==> src/can_err_pkg.sv <==
// constants and types for the can error status flag block
// How it works
// - receive error count is read-only, eight bits, zero after reset.
// - transmit error count is separate, read-only, eight bits, zero after reset.
// - bus-off flag sets when transmit error count reaches 255.
// - bus-off flag clears only after successful bus recovery.
// - transmit passive flag follows transmit count at or above 128.
// - receive passive flag follows receive count at or above 128.
// - transmit warning flag follows transmit count at or above 96.
// - receive warning flag follows receive count at or above 96.
// - combined warning is OR of transmit and receive warning.
// - top two flag bits read/write, lower six read-only, all reset zero.
package can_err_pkg;
    localparam logic [7:0] tec_addr = 8'h1c;
    localparam logic [7:0] rec_addr = 8'h1d;
    localparam logic [7:0] error_flags_addr = 8'h2d;
    localparam logic [7:0] count_reset = 8'h00;
    localparam logic [7:0] flags_reset = 8'h00;
    localparam logic [7:0] read_unmapped = 8'h00;
    localparam logic [7:0] bus_off_level = 8'hff;
    localparam logic [7:0] passive_level = 8'h80;
    localparam logic [7:0] warning_level = 8'h60;
    localparam int bit_buf1_ovr = 7;
    localparam int bit_buf0_ovr = 6;
    localparam int bit_bus_off = 5;
    localparam int bit_tx_passive = 4;
    localparam int bit_rx_passive = 3;
    localparam int bit_tx_warning = 2;
    localparam int bit_rx_warning = 1;
    localparam int bit_any_warning = 0;

    // count updates from the protocol engine
    typedef struct packed {
        logic tec_we;
        logic [7:0] transmit_error_count;
        logic rec_we;
        logic [7:0] rec;
    } count_update_type;

    // host register access port
    typedef struct packed {
        logic wr;
        logic [7:0] addr;
        logic [7:0] wdata;
    } reg_access_type;
endpackage

==> src/can_error_status_flags.sv <==
// error counters and error flag register of the can controller
`timescale 1ns/1ps
`default_nettype none
module can_error_status_flags (
    input wire logic clk_i,
    input wire logic rst_i,
    input wire can_err_pkg::reg_access_type host_i,
    input wire can_err_pkg::count_update_type count_upd_i,
    input wire logic [1:0] rx_msg_valid_i,
    input wire logic [1:0] rx_buf_full_irq_i,
    input wire logic recovery_done_i,
    output logic [7:0] rd_data_o,
    output logic [7:0] transmit_error_count_o,
    output logic [7:0] receive_error_count_o,
    output logic [7:0] error_flags_o
);
    import can_err_pkg::*;

    // counters, loaded by the protocol engine only
    logic [7:0] tec_reg;
    logic [7:0] tec_next;
    logic [7:0] rec_reg;
    logic [7:0] rec_next;

    // error flag register and its per-field next values
    logic [7:0] flags_reg;
    logic [7:0] flags_next;
    logic host_flags_wr;
    logic [1:0] ovr_cur;
    logic [1:0] ovr_new;
    logic bus_off_new;
    logic tx_passive_new;
    logic rx_passive_new;
    logic tx_warning_new;
    logic rx_warning_new;
    logic any_warning_new;

    // host read data
    logic [7:0] rd_reg;
    logic [7:0] rd_next;

    // counter group
    always_comb begin
        tec_next = tec_reg;
        rec_next = rec_reg;
        if (count_upd_i.tec_we) begin
            tec_next = count_upd_i.transmit_error_count;
        end
        if (count_upd_i.rec_we) begin
            rec_next = count_upd_i.rec;
        end
    end

    always_ff @(posedge clk_i or posedge rst_i) begin
        if (rst_i) begin
            tec_reg <= count_reset;
            rec_reg <= count_reset;
        end else begin
            tec_reg <= tec_next;
            rec_reg <= rec_next;
        end
    end

    // flag group: host write strobe and current overflow bits
    always_comb begin
        host_flags_wr = host_i.wr && (host_i.addr == error_flags_addr);
        ovr_cur = flags_reg[bit_buf1_ovr:bit_buf0_ovr];
    end

    // one overflow flag per receive buffer; a hardware set wins over a host clear
    for (genvar n = 0; n < $bits(ovr_new); n++) begin : gen_ovr
        always_comb begin
            ovr_new[n] = ovr_cur[n];
            if (host_flags_wr) begin
                ovr_new[n] = host_i.wdata[bit_buf0_ovr + n];
            end
            if (rx_msg_valid_i[n] && rx_buf_full_irq_i[n]) begin
                ovr_new[n] = 1'b1;
            end
        end
    end

    // bus-off: the maximum count wins over a same-cycle recovery
    always_comb begin
        bus_off_new = flags_reg[bit_bus_off];
        if (recovery_done_i) begin
            bus_off_new = 1'b0;
        end
        if (tec_next == bus_off_level) begin
            bus_off_new = 1'b1;
        end
    end

    // threshold flags follow the counts that load on the same edge
    always_comb begin
        tx_passive_new = (tec_next >= passive_level);
        rx_passive_new = (rec_next >= passive_level);
        tx_warning_new = (tec_next >= warning_level);
        rx_warning_new = (rec_next >= warning_level);
        any_warning_new = tx_warning_new || rx_warning_new;
    end

    always_comb begin
        flags_next = flags_reset;
        flags_next[bit_buf1_ovr:bit_buf0_ovr] = ovr_new;
        flags_next[bit_bus_off] = bus_off_new;
        flags_next[bit_tx_passive] = tx_passive_new;
        flags_next[bit_rx_passive] = rx_passive_new;
        flags_next[bit_tx_warning] = tx_warning_new;
        flags_next[bit_rx_warning] = rx_warning_new;
        flags_next[bit_any_warning] = any_warning_new;
    end

    always_ff @(posedge clk_i or posedge rst_i) begin
        if (rst_i) begin
            flags_reg <= flags_reset;
        end else begin
            flags_reg <= flags_next;
        end
    end

    // read group: data registered one cycle after the address
    always_comb begin
        unique case (host_i.addr)
            tec_addr: rd_next = tec_reg;
            rec_addr: rd_next = rec_reg;
            error_flags_addr: rd_next = flags_reg;
            default: rd_next = read_unmapped;
        endcase
    end

    always_ff @(posedge clk_i or posedge rst_i) begin
        if (rst_i) begin
            rd_reg <= read_unmapped;
        end else begin
            rd_reg <= rd_next;
        end
    end

    // outputs straight from the registers
    assign rd_data_o = rd_reg;
    assign transmit_error_count_o = tec_reg;
    assign receive_error_count_o = rec_reg;
    assign error_flags_o = flags_reg;

    chk_rec_host_ro: assert property (@(posedge clk_i) disable iff (rst_i)
        !count_upd_i.rec_we |=> $stable(rec_reg))
        else $error("receive count changed without engine update");
    chk_tec_follows: assert property (@(posedge clk_i) disable iff (rst_i)
        count_upd_i.tec_we |=> tec_reg == $past(count_upd_i.transmit_error_count))
        else $error("transmit count did not take update");
    chk_ovr_set: assert property (@(posedge clk_i) disable iff (rst_i)
        rx_msg_valid_i[0] && rx_buf_full_irq_i[0] |=> flags_reg[bit_buf0_ovr])
        else $error("buffer 0 overflow not flagged");
    chk_ovr_sticky: assert property (@(posedge clk_i) disable iff (rst_i)
        flags_reg[bit_buf1_ovr] && !(host_i.wr && host_i.addr == error_flags_addr)
        |=> flags_reg[bit_buf1_ovr])
        else $error("buffer 1 overflow cleared without host write");
    chk_bus_off_set: assert property (@(posedge clk_i) disable iff (rst_i)
        tec_reg == bus_off_level |-> flags_reg[bit_bus_off])
        else $error("bus-off flag missing at maximum count");
    chk_bus_off_hold: assert property (@(posedge clk_i) disable iff (rst_i)
        $fell(flags_reg[bit_bus_off]) |-> $past(recovery_done_i))
        else $error("bus-off cleared without recovery");
    chk_tx_passive: assert property (@(posedge clk_i) disable iff (rst_i)
        flags_reg[bit_tx_passive] == (tec_reg >= passive_level))
        else $error("transmit passive flag wrong");
    chk_rx_passive: assert property (@(posedge clk_i) disable iff (rst_i)
        flags_reg[bit_rx_passive] == (rec_reg >= passive_level))
        else $error("receive passive flag wrong");
    chk_tx_warning: assert property (@(posedge clk_i) disable iff (rst_i)
        flags_reg[bit_tx_warning] == (tec_reg >= warning_level))
        else $error("transmit warning flag wrong");
    chk_rx_warning: assert property (@(posedge clk_i) disable iff (rst_i)
        flags_reg[bit_rx_warning] == (rec_reg >= warning_level))
        else $error("receive warning flag wrong");
    chk_any_warning: assert property (@(posedge clk_i) disable iff (rst_i)
        flags_reg[bit_any_warning] == (flags_reg[bit_tx_warning] || flags_reg[bit_rx_warning]))
        else $error("combined warning flag wrong");
    chk_flags_ro: assert property (@(posedge clk_i) disable iff (rst_i)
        host_i.wr && host_i.addr == error_flags_addr && !count_upd_i.tec_we && !count_upd_i.rec_we
        && !recovery_done_i |=> flags_reg[5:0] == $past(flags_reg[5:0]))
        else $error("host write changed read-only flags");

    // overflow flags
    chk_ovr1_set: assert property (@(posedge clk_i) disable iff (rst_i)
        rx_msg_valid_i[1] && rx_buf_full_irq_i[1] |=> flags_reg[bit_buf1_ovr])
        else $error("buffer 1 overflow not flagged");

    chk_ovr0_sticky: assert property (@(posedge clk_i) disable iff (rst_i)
        flags_reg[bit_buf0_ovr] && !host_flags_wr |=> flags_reg[bit_buf0_ovr])
        else $error("buffer 0 overflow cleared without host write");

    chk_ovr0_host_clr: assert property (@(posedge clk_i) disable iff (rst_i)
        host_flags_wr && !host_i.wdata[bit_buf0_ovr] && !(rx_msg_valid_i[0]
        && rx_buf_full_irq_i[0]) |=> !flags_reg[bit_buf0_ovr])
        else $error("buffer 0 overflow not cleared by host");

    chk_ovr1_host_clr: assert property (@(posedge clk_i) disable iff (rst_i)
        host_flags_wr && !host_i.wdata[bit_buf1_ovr] && !(rx_msg_valid_i[1]
        && rx_buf_full_irq_i[1]) |=> !flags_reg[bit_buf1_ovr])
        else $error("buffer 1 overflow not cleared by host");

    chk_ovr0_host_set: assert property (@(posedge clk_i) disable iff (rst_i)
        host_flags_wr && host_i.wdata[bit_buf0_ovr] |=> flags_reg[bit_buf0_ovr])
        else $error("buffer 0 overflow not writable");

    chk_ovr1_host_set: assert property (@(posedge clk_i) disable iff (rst_i)
        host_flags_wr && host_i.wdata[bit_buf1_ovr] |=> flags_reg[bit_buf1_ovr])
        else $error("buffer 1 overflow not writable");

    chk_ovr0_quiet: assert property (@(posedge clk_i) disable iff (rst_i)
        !flags_reg[bit_buf0_ovr] && !(host_flags_wr && host_i.wdata[bit_buf0_ovr])
        && !(rx_msg_valid_i[0] && rx_buf_full_irq_i[0]) |=> !flags_reg[bit_buf0_ovr])
        else $error("buffer 0 overflow set without cause");

    chk_ovr1_quiet: assert property (@(posedge clk_i) disable iff (rst_i)
        !flags_reg[bit_buf1_ovr] && !(host_flags_wr && host_i.wdata[bit_buf1_ovr])
        && !(rx_msg_valid_i[1] && rx_buf_full_irq_i[1]) |=> !flags_reg[bit_buf1_ovr])
        else $error("buffer 1 overflow set without cause");

    chk_ovr0_set_wins: assert property (@(posedge clk_i) disable iff (rst_i)
        host_flags_wr && rx_msg_valid_i[0] && rx_buf_full_irq_i[0] |=> flags_reg[bit_buf0_ovr])
        else $error("host clear beat buffer 0 overflow set");

    chk_ovr1_set_wins: assert property (@(posedge clk_i) disable iff (rst_i)
        host_flags_wr && rx_msg_valid_i[1] && rx_buf_full_irq_i[1] |=> flags_reg[bit_buf1_ovr])
        else $error("host clear beat buffer 1 overflow set");

    // bus-off flag
    chk_bus_off_sticky: assert property (@(posedge clk_i) disable iff (rst_i)
        flags_reg[bit_bus_off] && !recovery_done_i |=> flags_reg[bit_bus_off])
        else $error("bus-off dropped without recovery");

    chk_bus_off_clear: assert property (@(posedge clk_i) disable iff (rst_i)
        flags_reg[bit_bus_off] && recovery_done_i
        && (count_upd_i.tec_we ? count_upd_i.transmit_error_count != bus_off_level : tec_reg != bus_off_level)
        |=> !flags_reg[bit_bus_off])
        else $error("bus-off not cleared by recovery");

    chk_bus_off_rise: assert property (@(posedge clk_i) disable iff (rst_i)
        $rose(flags_reg[bit_bus_off]) |-> tec_reg == bus_off_level)
        else $error("bus-off set below maximum count");

    chk_bus_off_load: assert property (@(posedge clk_i) disable iff (rst_i)
        count_upd_i.tec_we && count_upd_i.transmit_error_count == bus_off_level |=> flags_reg[bit_bus_off])
        else $error("bus-off not set on maximum load");

    // counters
    chk_rec_update: assert property (@(posedge clk_i) disable iff (rst_i)
        count_upd_i.rec_we |=> rec_reg == $past(count_upd_i.rec))
        else $error("receive count did not take update");

    chk_tec_stable: assert property (@(posedge clk_i) disable iff (rst_i)
        !count_upd_i.tec_we |=> $stable(tec_reg))
        else $error("transmit count changed without engine update");

    chk_rec_host_wr: assert property (@(posedge clk_i) disable iff (rst_i)
        host_i.wr && host_i.addr == rec_addr && !count_upd_i.rec_we |=> $stable(rec_reg))
        else $error("host write changed receive count");

    chk_tec_host_wr: assert property (@(posedge clk_i) disable iff (rst_i)
        host_i.wr && host_i.addr == tec_addr && !count_upd_i.tec_we |=> $stable(tec_reg))
        else $error("host write changed transmit count");

    // read port
    chk_rd_tec: assert property (@(posedge clk_i) disable iff (rst_i)
        host_i.addr == tec_addr |=> rd_data_o == $past(tec_reg))
        else $error("transmit count read wrong");

    chk_rd_rec: assert property (@(posedge clk_i) disable iff (rst_i)
        host_i.addr == rec_addr |=> rd_data_o == $past(rec_reg))
        else $error("receive count read wrong");

    chk_rd_flags: assert property (@(posedge clk_i) disable iff (rst_i)
        host_i.addr == error_flags_addr |=> rd_data_o == $past(flags_reg))
        else $error("flag register read wrong");

    chk_rd_unmapped: assert property (@(posedge clk_i) disable iff (rst_i)
        host_i.addr != tec_addr && host_i.addr != rec_addr && host_i.addr != error_flags_addr
        |=> rd_data_o == read_unmapped)
        else $error("unmapped read not zero");

    // threshold flags
    chk_any_counts: assert property (@(posedge clk_i) disable iff (rst_i)
        flags_reg[bit_any_warning] == (tec_reg >= warning_level || rec_reg >= warning_level))
        else $error("combined warning does not match counts");

    chk_tx_pass_warn: assert property (@(posedge clk_i) disable iff (rst_i)
        flags_reg[bit_tx_passive] |-> flags_reg[bit_tx_warning])
        else $error("transmit passive without warning");

    chk_rx_pass_warn: assert property (@(posedge clk_i) disable iff (rst_i)
        flags_reg[bit_rx_passive] |-> flags_reg[bit_rx_warning])
        else $error("receive passive without warning");

    chk_tx_passive_load: assert property (@(posedge clk_i) disable iff (rst_i)
        count_upd_i.tec_we |=> flags_reg[bit_tx_passive] == ($past(count_upd_i.transmit_error_count) >= passive_level))
        else $error("transmit passive wrong after load");

    chk_rx_passive_load: assert property (@(posedge clk_i) disable iff (rst_i)
        count_upd_i.rec_we |=> flags_reg[bit_rx_passive] == ($past(count_upd_i.rec) >= passive_level))
        else $error("receive passive wrong after load");

    chk_tx_warning_load: assert property (@(posedge clk_i) disable iff (rst_i)
        count_upd_i.tec_we |=> flags_reg[bit_tx_warning] == ($past(count_upd_i.transmit_error_count) >= warning_level))
        else $error("transmit warning wrong after load");

    chk_rx_warning_load: assert property (@(posedge clk_i) disable iff (rst_i)
        count_upd_i.rec_we |=> flags_reg[bit_rx_warning] == ($past(count_upd_i.rec) >= warning_level))
        else $error("receive warning wrong after load");

    chk_any_load: assert property (@(posedge clk_i) disable iff (rst_i)
        count_upd_i.tec_we && count_upd_i.rec_we |=> flags_reg[bit_any_warning]
        == ($past(count_upd_i.transmit_error_count) >= warning_level || $past(count_upd_i.rec) >= warning_level))
        else $error("combined warning wrong after load");

endmodule // can_error_status_flags
`default_nettype wire

==> config.mk <==
export PLATFORM = sky130hd
export DESIGN_NAME = can_error_status_flags
export DESIGN_NICKNAME = d
export VERILOG_FILES = /design/src/can_err_pkg.sv /design/src/can_error_status_flags.sv
export SDC_FILE = /design/constraint.sdc
export NUM_CORES = 1
export LEC_CHECK = 0
export BUFFER_PORTS_ARGS = -buffer_cell sky130_fd_sc_hd__buf_2
export CORE_MARGIN = 3
export CORE_UTILIZATION = 46
export DETAILED_ROUTE_END_ITERATION = 8
export HOLD_SLACK_MARGIN = 0.05
export PLACE_DENSITY_LB_ADDON = 0.12
export SYNTH_ARGS = -nofsm -noshare
export SYNTH_HDL_FRONTEND = slang
export SYNTH_SLANG_ARGS = --single-unit
export TNS_END_PERCENT = 30
==> constraint.sdc <==
create_clock -name clk_i -period 1.8 [get_ports clk_i]
set_input_delay 0.18 -clock clk_i [delete_from_list [all_inputs] [get_ports clk_i]]
set_output_delay 0.18 -clock clk_i [all_outputs]
set_load 0.02 [all_outputs]
==> results of run 1 <==
[layout make-up]
cell class | count | share of cell area (%)
Sequential cell | 32 | 45.1
Multi-Input combinational cell | 57 | 24.9
Timing Repair Buffer | 73 | 21.7
Clock buffer | 8 | 3.31
Inverter | 14 | 2.96
Tap cell | 30 | 2.11
[stage by stage]
stage	hold slack [ps]	util (%)	cell area (um^2)	std cells
finish	60.3	68.6	1780	214
CTS	51.2	68.6	1780	214
global route	54.9	68.6	1780	214
detailed placement	276	65.6	1700	204
floorplan	283	-	1320	107
global placement	270	65.6	1700	204
[power by group through the flow]
stage                     registers [W]  clock network [W]  logic [W]
final                          0.000800           0.000416   0.000256
after global placement         0.000813                  0   0.000248
after floorplan                0.000871                  0  0.0000805
after detailed placement       0.000815                  0   0.000254
after global routing           0.000807           0.000455   0.000282
after CTS                      0.000801           0.000425   0.000259
[state kept, by name, indices dropped and copies added (netlist names)]
name                    count
error_flags_o               8
rd_data_o                   8
receive_error_count_o       8
transmit_error_count_o      8
[metal layers]
layer | wire [um] | share of wire (%) | global-route usage (%)
met2 | 1620 | 52 | 35.3
met3 | 227 | 7.2 | 5.45
met4 | 49 | 1.6 | 7.91
met1 | 1250 | 40 | 23.2
met5 | 0 | 0 | 0
[repair_timing]
item / in CTS / in global routing
gates resized for setup: 0 / 0
hold endpoints to repair: 33 / 0
endpoints found under the setup margin: 0 / 0
hold buffers: 2 / 0
[worst register-to-register path: cells and delay by family, from the launching register on]
family          cells  cell delay (ps)
simple gates        1              100
mux                 1              280
compound gates      1              220
flops               1              400
[cells in the final DEF, fill, tap and decap left out]
| cell type | count |
|---|---|
| sky130_fd_sc_hd__a21o_1 | 1 |
| sky130_fd_sc_hd__nand2_1 | 8 |
| sky130_fd_sc_hd__o21ai_0 | 5 |
| sky130_fd_sc_hd__nand4_1 | 1 |
| sky130_fd_sc_hd__o32ai_1 | 1 |
| sky130_fd_sc_hd__clkbuf_8 | 1 |
| sky130_fd_sc_hd__dfrtp_1 | 32 |
| sky130_fd_sc_hd__mux2i_1 | 1 |
| sky130_fd_sc_hd__buf_4 | 4 |
| sky130_fd_sc_hd__dlygate4sd3_1 | 2 |
| sky130_fd_sc_hd__a32oi_1 | 1 |
| sky130_fd_sc_hd__inv_1 | 14 |
| sky130_fd_sc_hd__nor2_1 | 1 |
| sky130_fd_sc_hd__nor3_1 | 9 |
| sky130_fd_sc_hd__o31a_1 | 2 |
| sky130_fd_sc_hd__a221o_1 | 10 |
| sky130_fd_sc_hd__buf_2 | 67 |
| sky130_fd_sc_hd__a21oi_1 | 1 |
| sky130_fd_sc_hd__nor4_4 | 1 |
| sky130_fd_sc_hd__clkbuf_1 | 2 |
| sky130_fd_sc_hd__clkbuf_4 | 5 |
| sky130_fd_sc_hd__nand3_1 | 1 |
| sky130_fd_sc_hd__mux2_1 | 5 |
| sky130_fd_sc_hd__nand4b_1 | 1 |
| sky130_fd_sc_hd__or4b_1 | 2 |
| sky130_fd_sc_hd__nor2b_1 | 1 |
| sky130_fd_sc_hd__mux2_2 | 5 |
[worst max path at each step]
| stage | startpoint | end | slack [ps] | cells past startpoint |
|---|---|---|---|---|
| after floorplan | host_i[13] | rd_data_o[0] | 410 | 4 |
| after global placement | host_i[13] | rd_data_o[0] | 240 | 4 |
| after detailed placement | host_i[13] | rd_data_o[3] | 200 | 4 |
| after CTS | host_i[13] | rd_data_o[3] | 550 | 4 |
| after global routing | host_i[13] | rd_data_o[3] | 460 | 4 |
| final | host_i[13] | rd_data_o[3] | 520 | 4 |
[cell families after synthesis]
family,after synthesis
AOI/OAI and AO/OA,21
buffers and inverters,18
DFF,32
muxes,11
and+or+nand+nor,25
==> metrics.yaml, run 1 <==
run_status: "complete, no violations"
worst_hold_path.num_cells: 3
floorplan.rows: 18
numClockSinks: 32
layout.area.seq_um2: 801
finalCritPeriodShare_pct: 70.9
worst_r2r_endpoint: "error_flags_o[0]"
timing.setup.critical_path_class: "primary input to register"
globalRouteTotalUtil_pct: 20.1
total_setup_violations_reported_at_the_end_of_the_flow: 0
slowest_stage_delay_cp_ps: 580
grt_setup_unrepaired: "false"
cell_internal_power_w: 0.00106
timing.setup.tns_ps: 0
peakVddDrop_uv: 627
diodes: 0
num_vias: 1126
yosysSeqAreaShare_pct: 60.7
number_of_global_route_vias_before_repair: 1181
synth_largest_area_cell: "sky130_fd_sc_hd__dfrtp_1"
top_level_ports: 74
avgRoutedWirePerCell_um: 14.7
die_w_um: 59.5
critical-path-slowest-cell: "sky130_fd_sc_hd__or4b_1"
edff_count_synth: 0
synth.lib_cells_used.distinct: 25
p_comb_share_pct: 17.4
cts.path.max_buffers: 2
synthesis.area_um2: 1320
netlist_instances: 107
grt_start_max_net_pins: 33
min_from: "count_upd_i[0]"
proportion_of_register_bits_with_asynchronous_set_or_reset_after_synthesis_pct: 100
final.min_clock_period_ps: 1280
post-cts-setup-buffers: 0
synth_simple_gate_area_share_pct: 11.1
floorplan.die_area_um2: 3550
first_iter_violations: 34
synthesis.area_per_instance_um2: 12.3
slew_violations: 0
synth_flop_cell: "sky130_fd_sc_hd__dfrtp_1"
multi_input_area_um2: 442
drc: 0
clock_tree_from_tritoncts: "built"
hp-class: "primary input to register"
vias_per_cell: 5.26
synthToLayoutAreaGrowth_pct: 34.7
synth.mux.area_fraction_pct: 9.30
end_kind: "register"
synthesized_area_fraction_occupied_by_ao_oa_aoi_and_oai_cells_pct: 13.1
worst_ep_required_ps: 2060
end_point_of_the_worst_hold_path: "receive_error_count_o[0]"
cp.buffers_inverters: 1
num-fill-cells: 203
relative_contribution_of_the_clock_network_to_total_power_pct: 28.3
starting_utilization_of_the_core_area_pct: 50.9
grt_antenna_before_repair: 0
fmaxAchievable_mhz: 783
post-dp-hpwl_mm: 2.40
finalWorstSetupSlack_ps: 523
design.final.nets: 225
yosysTopAreaCellShare_pct: 60.7
rrSetupSlack_ps: 660
wl_mm: 3.15
post-layout-total-power_w: 0.00147
synth-adder-area-share_pct: 0
synth.ff_latch_count: 32
worstMarginPinSlew_ps: 532
power_per_cell_area_nw_per_um2: 829
synth.most_common_cell: "sky130_fd_sc_hd__dfrtp_1"
timing.max_cap.violations: 0
setup.worst_path.start_class: "primary input"
global_route.overflow_total: 0
power.switching_w: 0.000414
max_slew_headroom_at_the_worst_pin_pct: 64.2
rr_worst_depth: 3
die_h_um: 59.5
cp_data_arrival_time_ps: 1540
ys.warnings.count: 0
core_um2: 2590
power.switching_fraction_pct: 28.1
syn_nets: 149
synthXorXnorAreaFrac_pct: 0
finalWeightedCongestion: 0.774
main_combinational_cell_family_by_area_after_synthesis: "compound AO/OA/AOI/OAI gates"
critical_path.max_fanout: 8
yosys-top-cells-area: "sky130_fd_sc_hd__dfrtp_1 (61%), sky130_fd_sc_hd__a221o_1 (7.6%), sky130_fd_sc_hd__mux2_1 (4.3%)"
clkSlewWorstSetupHoldPaths_ps: 90
critical_path.cell_chain: "buf_2, or4b_1, nor4_4, a221o_1"
htree_levels: 2
layout-drive-gt1-share_pct: 45.1
finClkSkew_ps: 3.14
leakagePower_nw: 0.922
tritoncts.num_buffers: 5
commonest_cells_post_synth: "sky130_fd_sc_hd__dfrtp_1 (32), sky130_fd_sc_hd__inv_1 (14), sky130_fd_sc_hd__a221o_1 (10)"
power.share.sequential_pct: 54.3
drt_pre_antenna_iters: 4
critPathTopFamily: "simple AND/OR/NAND/NOR gates"
antenna_violating_nets_left: 0
hold_violations: 0
root_buffer: "sky130_fd_sc_hd__clkbuf_4"
clk_latency_ps: 320
critical_path.reg2reg.startpoint: "receive_error_count_o[6]"
worst_case_setup_slack_after_placement_ps: 204
buffer_ports.inserted: 67
global_route_wire_length_before_repair_mm: 5.22
No activity file was read; power rests on OpenSTA's default activity.
==> inputs of run 2 (changes only) <==
--- a/config.mk
+++ b/config.mk
@@ -5,9 +5,10 @@
 export SDC_FILE = /design/constraint.sdc
 export NUM_CORES = 1
 export LEC_CHECK = 0
+export ABC_AREA = 1
 export BUFFER_PORTS_ARGS = -buffer_cell sky130_fd_sc_hd__buf_2
 export CORE_MARGIN = 3
-export CORE_UTILIZATION = 46
+export CORE_UTILIZATION = 40
 export DETAILED_ROUTE_END_ITERATION = 8
 export HOLD_SLACK_MARGIN = 0.05
 export PLACE_DENSITY_LB_ADDON = 0.12
==> constraint.sdc (replaced) <==
create_clock -name clk_i -period 1.1 [get_ports clk_i]
set_input_delay 0.11 -clock clk_i [delete_from_list [all_inputs] [get_ports clk_i]]
set_output_delay 0.11 -clock clk_i [all_outputs]
set_load 0.02 [all_outputs]
==> run 2 against run 1 <==
  * Worst setup slack lost 450 ps
  * Clock-buffer cell count shrank 2
  * Critical path type is now register to output port
  * Flip-flop and latch count is the same
  * Sequential share of layout area shrank 7.8 points
  * Non-clock buffer count increased by 26
  * Via count rose by 22%
  * Clock skew grew 6.9 ps
  * Utilization down 1.5 points
==> metrics.yaml, run 2 <==
run_status: "complete, no violations"  # unchanged
setup.worst_path.start_class: "register"  # was primary input
syn_nets: 191  # was 149
fmaxAchievable_mhz: 974
final_non_filler_cells: 294  # was 214
synthesis.area_per_instance_um2: 9.47  # was 12.3 um^2
synthesis.area_um2: 1410  # was 1320 um^2
netlist_instances: 149  # was 107
drt_pre_antenna_iters: 4  # unchanged
finalWeightedCongestion: 0.769  # was 0.774
end_kind: "output port"  # was register
most_common_library_cell_in_the_layout_ignoring_fill_and_taps: "sky130_fd_sc_hd__buf_2"  # unchanged
synth_flop_cell: "sky130_fd_sc_hd__dfrtp_1"  # unchanged
number_of_global_route_vias_before_repair: 1410  # was 1181
floorplan.rows: 20  # was 18
placedCellCount: 259  # was 204
avgRoutedWirePerCell_um: 12.8  # was 14.7 um
synth.ff_latch_count: 32  # unchanged
starting_utilization_of_the_core_area_pct: 44.1  # was 50.9%
edff_count_synth: 0  # unchanged
numClockSinks: 32  # unchanged
diodes: 0  # unchanged
die_h_um: 65.4  # was 59.5 um
commonest_cells_post_synth: "sky130_fd_sc_hd__nand3_1 (36), sky130_fd_sc_hd__dfrtp_1 (32), sky130_fd_sc_hd__nand2_1 (28)"  # was sky130_fd_sc_hd__dfrtp_1 (32), sky130_fd_sc_hd__inv_1 (14), sky130_fd_sc_hd__a221o_1 (10)
htree_levels: 2  # unchanged
total_setup_violations_reported_at_the_end_of_the_flow: 0  # unchanged
synth.lib_cells_used.distinct: 17  # was 25
die_w_um: 65.4  # was 59.5 um
global_route.overflow_total: 0  # unchanged
proportion_of_register_bits_with_asynchronous_set_or_reset_after_synthesis_pct: 100  # unchanged
vias_per_cell: 4.68  # was 5.26
floorplan.die_area_um2: 4280  # was 3550 um^2
power_per_cell_area_nw_per_um2: 1250  # was 829 nW/um^2
max_slew_headroom_at_the_worst_pin_pct: 68.5  # was 64.2%
yosysSeqAreaShare_pct: 56.7  # was 60.7%
global_route_wire_length_before_repair_mm: 6.40  # was 5.22 mm
groute.layer.met2.usage_pct: 34.3  # was 35.3%
ys.warnings.count: 0  # unchanged
timing.setup.critical_path_class: "register to output port"  # was primary input to register
leakagePower_nw: 1.14  # was 0.922 nW
global_route.usage.met3_pct: 7.01  # was 5.45%
synth_largest_area_cell: "sky130_fd_sc_hd__dfrtp_1"  # unchanged
critPathTopFamily: "flip-flops"  # was simple AND/OR/NAND/NOR gates
grt-busiest-layer: "met2"  # unchanged
top_level_ports: 74  # unchanged
worstMarginPinSlew_ps: 470  # was 532 ps
cp.buffers_inverters: 1  # unchanged
hold_violations: 0  # unchanged
cp_data_arrival_time_ps: 920  # was 1540 ps
num_vias: 1377  # was 1126
final_cell_mix: "sky130_fd_sc_hd__buf_2 (67), sky130_fd_sc_hd__nand3_1 (36), sky130_fd_sc_hd__dfrtp_1 (32)"  # was sky130_fd_sc_hd__buf_2 (67), sky130_fd_sc_hd__dfrtp_1 (32), sky130_fd_sc_hd__inv_1 (14)
final.min_clock_period_ps: 1030
clkSlewWorstSetupHoldPaths_ps: 100  # was 90 ps
slowest_stage_delay_cp_ps: 420  # was 580 ps
final.hold.worst_slack_ps: 93.9  # was 60.3 ps
grt_setup_unrepaired: "false"  # unchanged
critical_path.cell_chain: "buf_2"  # was buf_2, or4b_1, nor4_4, a221o_1
critical_path.max_fanout: 3  # was 8
finClkSkew_ps: 10.1  # was 3.14 ps
hp-class: "primary input to register"  # unchanged
buffer_ports.inserted: 67  # unchanged
core_um2: 3200  # was 2590 um^2
yosys-top-cells-area: "sky130_fd_sc_hd__dfrtp_1 (57%), sky130_fd_sc_hd__nand3_1 (13%), sky130_fd_sc_hd__nand2_1 (7.4%)"  # was sky130_fd_sc_hd__dfrtp_1 (61%), sky130_fd_sc_hd__a221o_1 (7.6%), sky130_fd_sc_hd__mux2_1 (4.3%)
synthToLayoutAreaGrowth_pct: 52.2  # was 34.7%
synth.most_common_cell: "sky130_fd_sc_hd__nand3_1"  # was sky130_fd_sc_hd__dfrtp_1
tritoncts.num_buffers: 5  # unchanged
timing.max_cap.violations: 0  # unchanged
antenna_violating_nets_left: 0  # unchanged
layout-drive-gt1-share_pct: 38.8  # was 45.1%
rrSetupSlack_ps: 110  # was 660 ps
yosysTopAreaCellShare_pct: 56.7  # was 60.7%
post-dp-hpwl_mm: 2.63  # was 2.40 mm
grt_start_max_net_pins: 33  # unchanged
wl_mm: 3.76  # was 3.15 mm
worst_ep_required_ps: 990  # was 2060 ps
drc: 0  # unchanged
finalCritPeriodShare_pct: 93.3
first_iter_violations: 39  # was 34
globalRouteTotalUtil_pct: 19.8  # was 20.1%
clk_latency_ps: 330  # was 320 ps
peakVddDrop_uv: 757  # was 627 uV
slew_violations: 0  # unchanged
root_buffer: "sky130_fd_sc_hd__clkbuf_4"  # unchanged
grt_antenna_before_repair: 0  # unchanged
cts.path.max_buffers: 2  # unchanged
timing.setup.tns_ps: 0  # unchanged
critical-path-slowest-cell: "sky130_fd_sc_hd__dfrtp_1"  # was sky130_fd_sc_hd__or4b_1
design.final.nets: 291  # was 225
clock_tree_from_tritoncts: "built"  # unchanged
routing_usage_on_met1_pct: 23.3  # was 23.2%
run 2: cell types whose count changed after synthesis, sizes merged, moves of 2 or more:
cell   previous run  this run
inv              14        20
buf               3         6
nand2             8        28
or4b              2         0
a221o            10         0
mux2             10         5
o21ai             5        13
nor2              1         5
o31a              2         0
nand3             1        36
nor3              9         1
run 2: path summary, 6_finish.rpt:
kind | endpoint | startpoint | cells past startpoint
max reg2reg | error_flags_o[0] | receive_error_count_o[6] | 4
max | transmit_error_count_o[4] | transmit_error_count_o[4] | 1
min reg2reg | error_flags_o[5] | error_flags_o[5] | 2
min in group asynchronous | rd_data_o[6] | rst_i | 4
min | error_flags_o[6] | host_i[16] | 3
max in group asynchronous | receive_error_count_o[0] | rst_i | 4
run 2: layout make-up:
cell class / count / area [um^2]
fill: 268 / 1050
sequential: 32 / 801
timing repair buffer: 99 / 648
multi-input combinational: 91 / 493
inverter: 20 / 75.1
tap: 44 / 55.1
clock buffer: 6 / 41.3
clock inverter: 2 / 35.0
run 2: stage by stage:
stage	util [%]	worst slack, ps	power [W]	instance area [um^2]
2_1_floorplan	-	116	0.00158	1410
3_3_place_gp	56.3	101	0.00176	1800
3_5_place_dp	56.3	66.2	0.00177	1800
4_1_cts	66.2	33.8	0.00272	2120
5_1_grt	67.1	2.45	0.00284	2150
6_report	67.1	73.3	0.00269	2150
run 2: layer usage:
metal,wire [um],vias up
li1,-,693
met5,0,-
met4,31,0
met2,1820,52
met1,1650,627
met3,260,5
run 2: timing repair:
action                                 4_1_cts  5_1_grt
resized for setup                            0        2
endpoints found under the hold margin       53        0
setup buffers                                0        3
hold buffers                                24        0
setup endpoints to repair                    0        2
run 2: kinds of logic (layout without fill, tap and decap cells):
family / after synthesis / count (layout) / synth area share, %
AO/OA/AOI/OAI: 14 / 14 / 6.29
buffers and inverters: 26 / 127 / 8.78
flip-flops: 32 / 32 / 56.7
multiplexers: 5 / 5 / 3.99
AND/OR/NAND/NOR: 72 / 72 / 24.2
run 2: report_power, final:
group / leakage, nW / switching (W) / internal (W) / total [W]
sequential: 0.393 / 0.0000589 / 0.00125 / 0.00131
clock: 0.0422 / 0.000393 / 0.000476 / 0.000869
combinational: 0.708 / 0.000287 / 0.000227 / 0.000514
==> inputs of run 3 (changes only) <==
--- a/config.mk
+++ b/config.mk
@@ -11,7 +11,7 @@
 export CORE_UTILIZATION = 40
 export DETAILED_ROUTE_END_ITERATION = 8
 export HOLD_SLACK_MARGIN = 0.05
-export PLACE_DENSITY_LB_ADDON = 0.12
+export PLACE_DENSITY = 0.85
 export SYNTH_ARGS = -nofsm -noshare
 export SYNTH_HDL_FRONTEND = slang
 export SYNTH_SLANG_ARGS = --single-unit
==> run 3 against run 2 <==
  * Cell count fell by 1.7%
  * Design area fell by 2.3%
  * Worst hold slack got worse by 14 ps
  * Clock-buffer cell count rose by 2
  * Fmax fell by 0.18%
  * Flip-flop and latch count did not move
  * Die area did not move
  * Sequential power barely moved
  * Global-route usage fell by 1.8 points
  * Register-to-register slack got worse by 20 ps
  * Worst setup slack got worse by 1.8 ps
  * Critical path depth did not move
  * Critical path type unchanged
  * Largest cell class unchanged
==> metrics.yaml, run 3 (synthesized netlist as in run 2, its figures left out) <==
run_status: "complete, no violations"  # unchanged
most_common_library_cell_in_the_layout_ignoring_fill_and_taps: "sky130_fd_sc_hd__buf_2"  # unchanged
post-dp-hpwl_mm: 2.69  # was 2.63 mm
buffer_ports.inserted: 67  # unchanged
rr_worst_depth: 4  # unchanged
finalCritPeriodShare_pct: 93.5  # was 93.3%
floorplan.rows: 20  # unchanged
total_setup_violations_reported_at_the_end_of_the_flow: 0  # unchanged
clk_latency_ps: 320  # was 330 ps
leakagePower_nw: 1.12  # was 1.14 nW
final.min_clock_period_ps: 1030  # about the same
cts.path.max_buffers: 2  # unchanged
global_route_wire_length_before_repair_mm: 5.85  # was 6.40 mm
critical-path-slowest-cell: "sky130_fd_sc_hd__dfrtp_1"  # unchanged
critical_path.cell_chain: "buf_2"  # unchanged
starting_utilization_of_the_core_area_pct: 44.1  # unchanged
drc: 0  # unchanged
clock_tree_from_tritoncts: "built"  # unchanged
tritoncts.num_buffers: 5  # unchanged
final_cell_area_um2: 2100  # was 2150 um^2
worstMarginPinSlew_ps: 458  # was 470 ps
clkSlewWorstSetupHoldPaths_ps: 90  # was 100 ps
number_of_global_route_vias_before_repair: 1305  # was 1410
wl_mm: 3.68  # was 3.76 mm
timing.setup.tns_ps: 0  # unchanged
fmaxAchievable_mhz: 972  # was 974 MHz
diodes: 0  # unchanged
timing.setup.critical_path_class: "register to output port"  # unchanged
timing.max_cap.violations: 0  # unchanged
cp.buffers_inverters: 1  # unchanged
top_level_ports: 74  # unchanged
critPathTopFamily: "flip-flops"  # unchanged
worst_hold_path.num_cells: 3  # unchanged
grt_antenna_before_repair: 0  # unchanged
num_vias: 1344  # was 1377
slew_violations: 0  # unchanged
setup.worst_path.start_class: "register"  # unchanged
die_h_um: 65.4  # unchanged
layout-drive-gt1-share_pct: 38.4  # was 38.8%
slowest_stage_delay_cp_ps: 420  # about the same
numClockSinks: 32  # unchanged
finClkSkew_ps: 3.07  # was 10.1 ps
place_area_um2: 1800  # unchanged
floorplan.die_area_um2: 4280  # unchanged
root_buffer: "sky130_fd_sc_hd__clkbuf_4"  # unchanged
grt_start_max_net_pins: 33  # unchanged
synthToLayoutAreaGrowth_pct: 48.8  # was 52.2%
final_cell_mix: "sky130_fd_sc_hd__buf_2 (66), sky130_fd_sc_hd__nand3_1 (36), sky130_fd_sc_hd__dfrtp_1 (32)"  # was sky130_fd_sc_hd__buf_2 (67), sky130_fd_sc_hd__nand3_1 (36), sky130_fd_sc_hd__dfrtp_1 (32)
global_route.overflow_total: 0  # unchanged
avgRoutedWirePerCell_um: 12.7  # was 12.8 um
worst_ep_required_ps: 990  # about the same
critical_path.reg2reg.startpoint: "receive_error_count_o[5]"  # was receive_error_count_o[6]
hold_violations: 0  # unchanged
grt_setup_unrepaired: "false"  # unchanged
cp_data_arrival_time_ps: 920  # about the same
finalWeightedCongestion: 0.750  # was 0.769
globalRouteTotalUtil_pct: 18.0  # was 19.8%
worst_r2r_endpoint: "error_flags_o[0]"  # unchanged
end_kind: "output port"  # unchanged
crit_path_end: "error_flags_o[5]"  # was transmit_error_count_o[4]
htree_levels: 2  # unchanged
core_um2: 3200  # unchanged
rrSetupSlack_ps: 90  # was 110 ps
power_per_cell_area_nw_per_um2: 1190  # was 1250 nW/um^2
design.final.nets: 286  # was 291
post-layout-total-power_w: 0.00251  # was 0.00269 W
hp-class: "primary input to register"  # unchanged
die_w_um: 65.4  # unchanged
crit_start: "error_flags_o[5]"  # was transmit_error_count_o[4]
drt_pre_antenna_iters: 4  # unchanged
critical_path.max_fanout: 3  # unchanged
peakVddDrop_uv: 726  # was 757 uV
antenna_violating_nets_left: 0  # unchanged
max_slew_headroom_at_the_worst_pin_pct: 69.3  # was 68.5%
vias_per_cell: 4.65  # was 4.68
first_iter_violations: 40  # was 39
path_depth: 1  # unchanged
utilization_pct: 65.5  # was 67.1%
==> run 3: cell count changes in the layout (fill, tap and decap cells not counted), moves of 2 or more <==
cell	change
sky130_fd_sc_hd__buf_4	-3
sky130_fd_sc_hd__dlygate4sd3_1	-2
sky130_fd_sc_hd__o21ai_1	-2
sky130_fd_sc_hd__o21ai_2	+2
==> run 3: per-stage QoR <==
stage               hold slack (ps)  worst slack (ps)  std cells
floorplan                       226               116        149
detailed placement              205              1.53        259
global placement                203              43.4        259
global route                    101              4.09        289
finish                         80.0              71.5        289
CTS                            65.8              6.16        289
==> run 3: area by class of cell <==
type / count / area, um^2
tap: 44 / 55.1
multi-input combinational: 91 / 498
fill: 291 / 1100
clock buffer: 8 / 58.8
sequential: 32 / 801
inverter: 20 / 75.1
timing repair buffer: 94 / 612
==> run 3: per-layer routing <==
metal,up-vias,track usage [%],part of all wire [%]
met5,-,0,0
met4,0,7.77,1.8
met3,7,4.10,6.8
met2,56,30.8,50
met1,600,21.6,41
li1,681,-,-
==> run 3: where the power goes <==
part / internal [W] / switching, W
registers: 0.00125 / 0.0000602
logic: 0.000219 / 0.000288
clock network: 0.000315 / 0.000372
==> run 3: worst min-delay path by stage <==
stage	start	slack [ps]	endpoint
2_1_floorplan	rst_i	230	error_flags_o[0]
3_3_place_gp	rst_i	200	transmit_error_count_o[6]
3_5_place_dp	rst_i	200	transmit_error_count_o[6]
4_1_cts	host_i[6]	70	error_flags_o[6]
5_1_grt	host_i[7]	100	error_flags_o[7]
6_report	host_i[6]	80	error_flags_o[6]
==> run 3: repair_timing <==
item                                    in CTS  in global routing
buffers inserted                             0                  1
hold buffers                                22                  0
pin swaps                                    0                  1
endpoints found under the hold margin       51                  0
resized for setup                            2                  3
endpoints found under the setup margin       1                  2
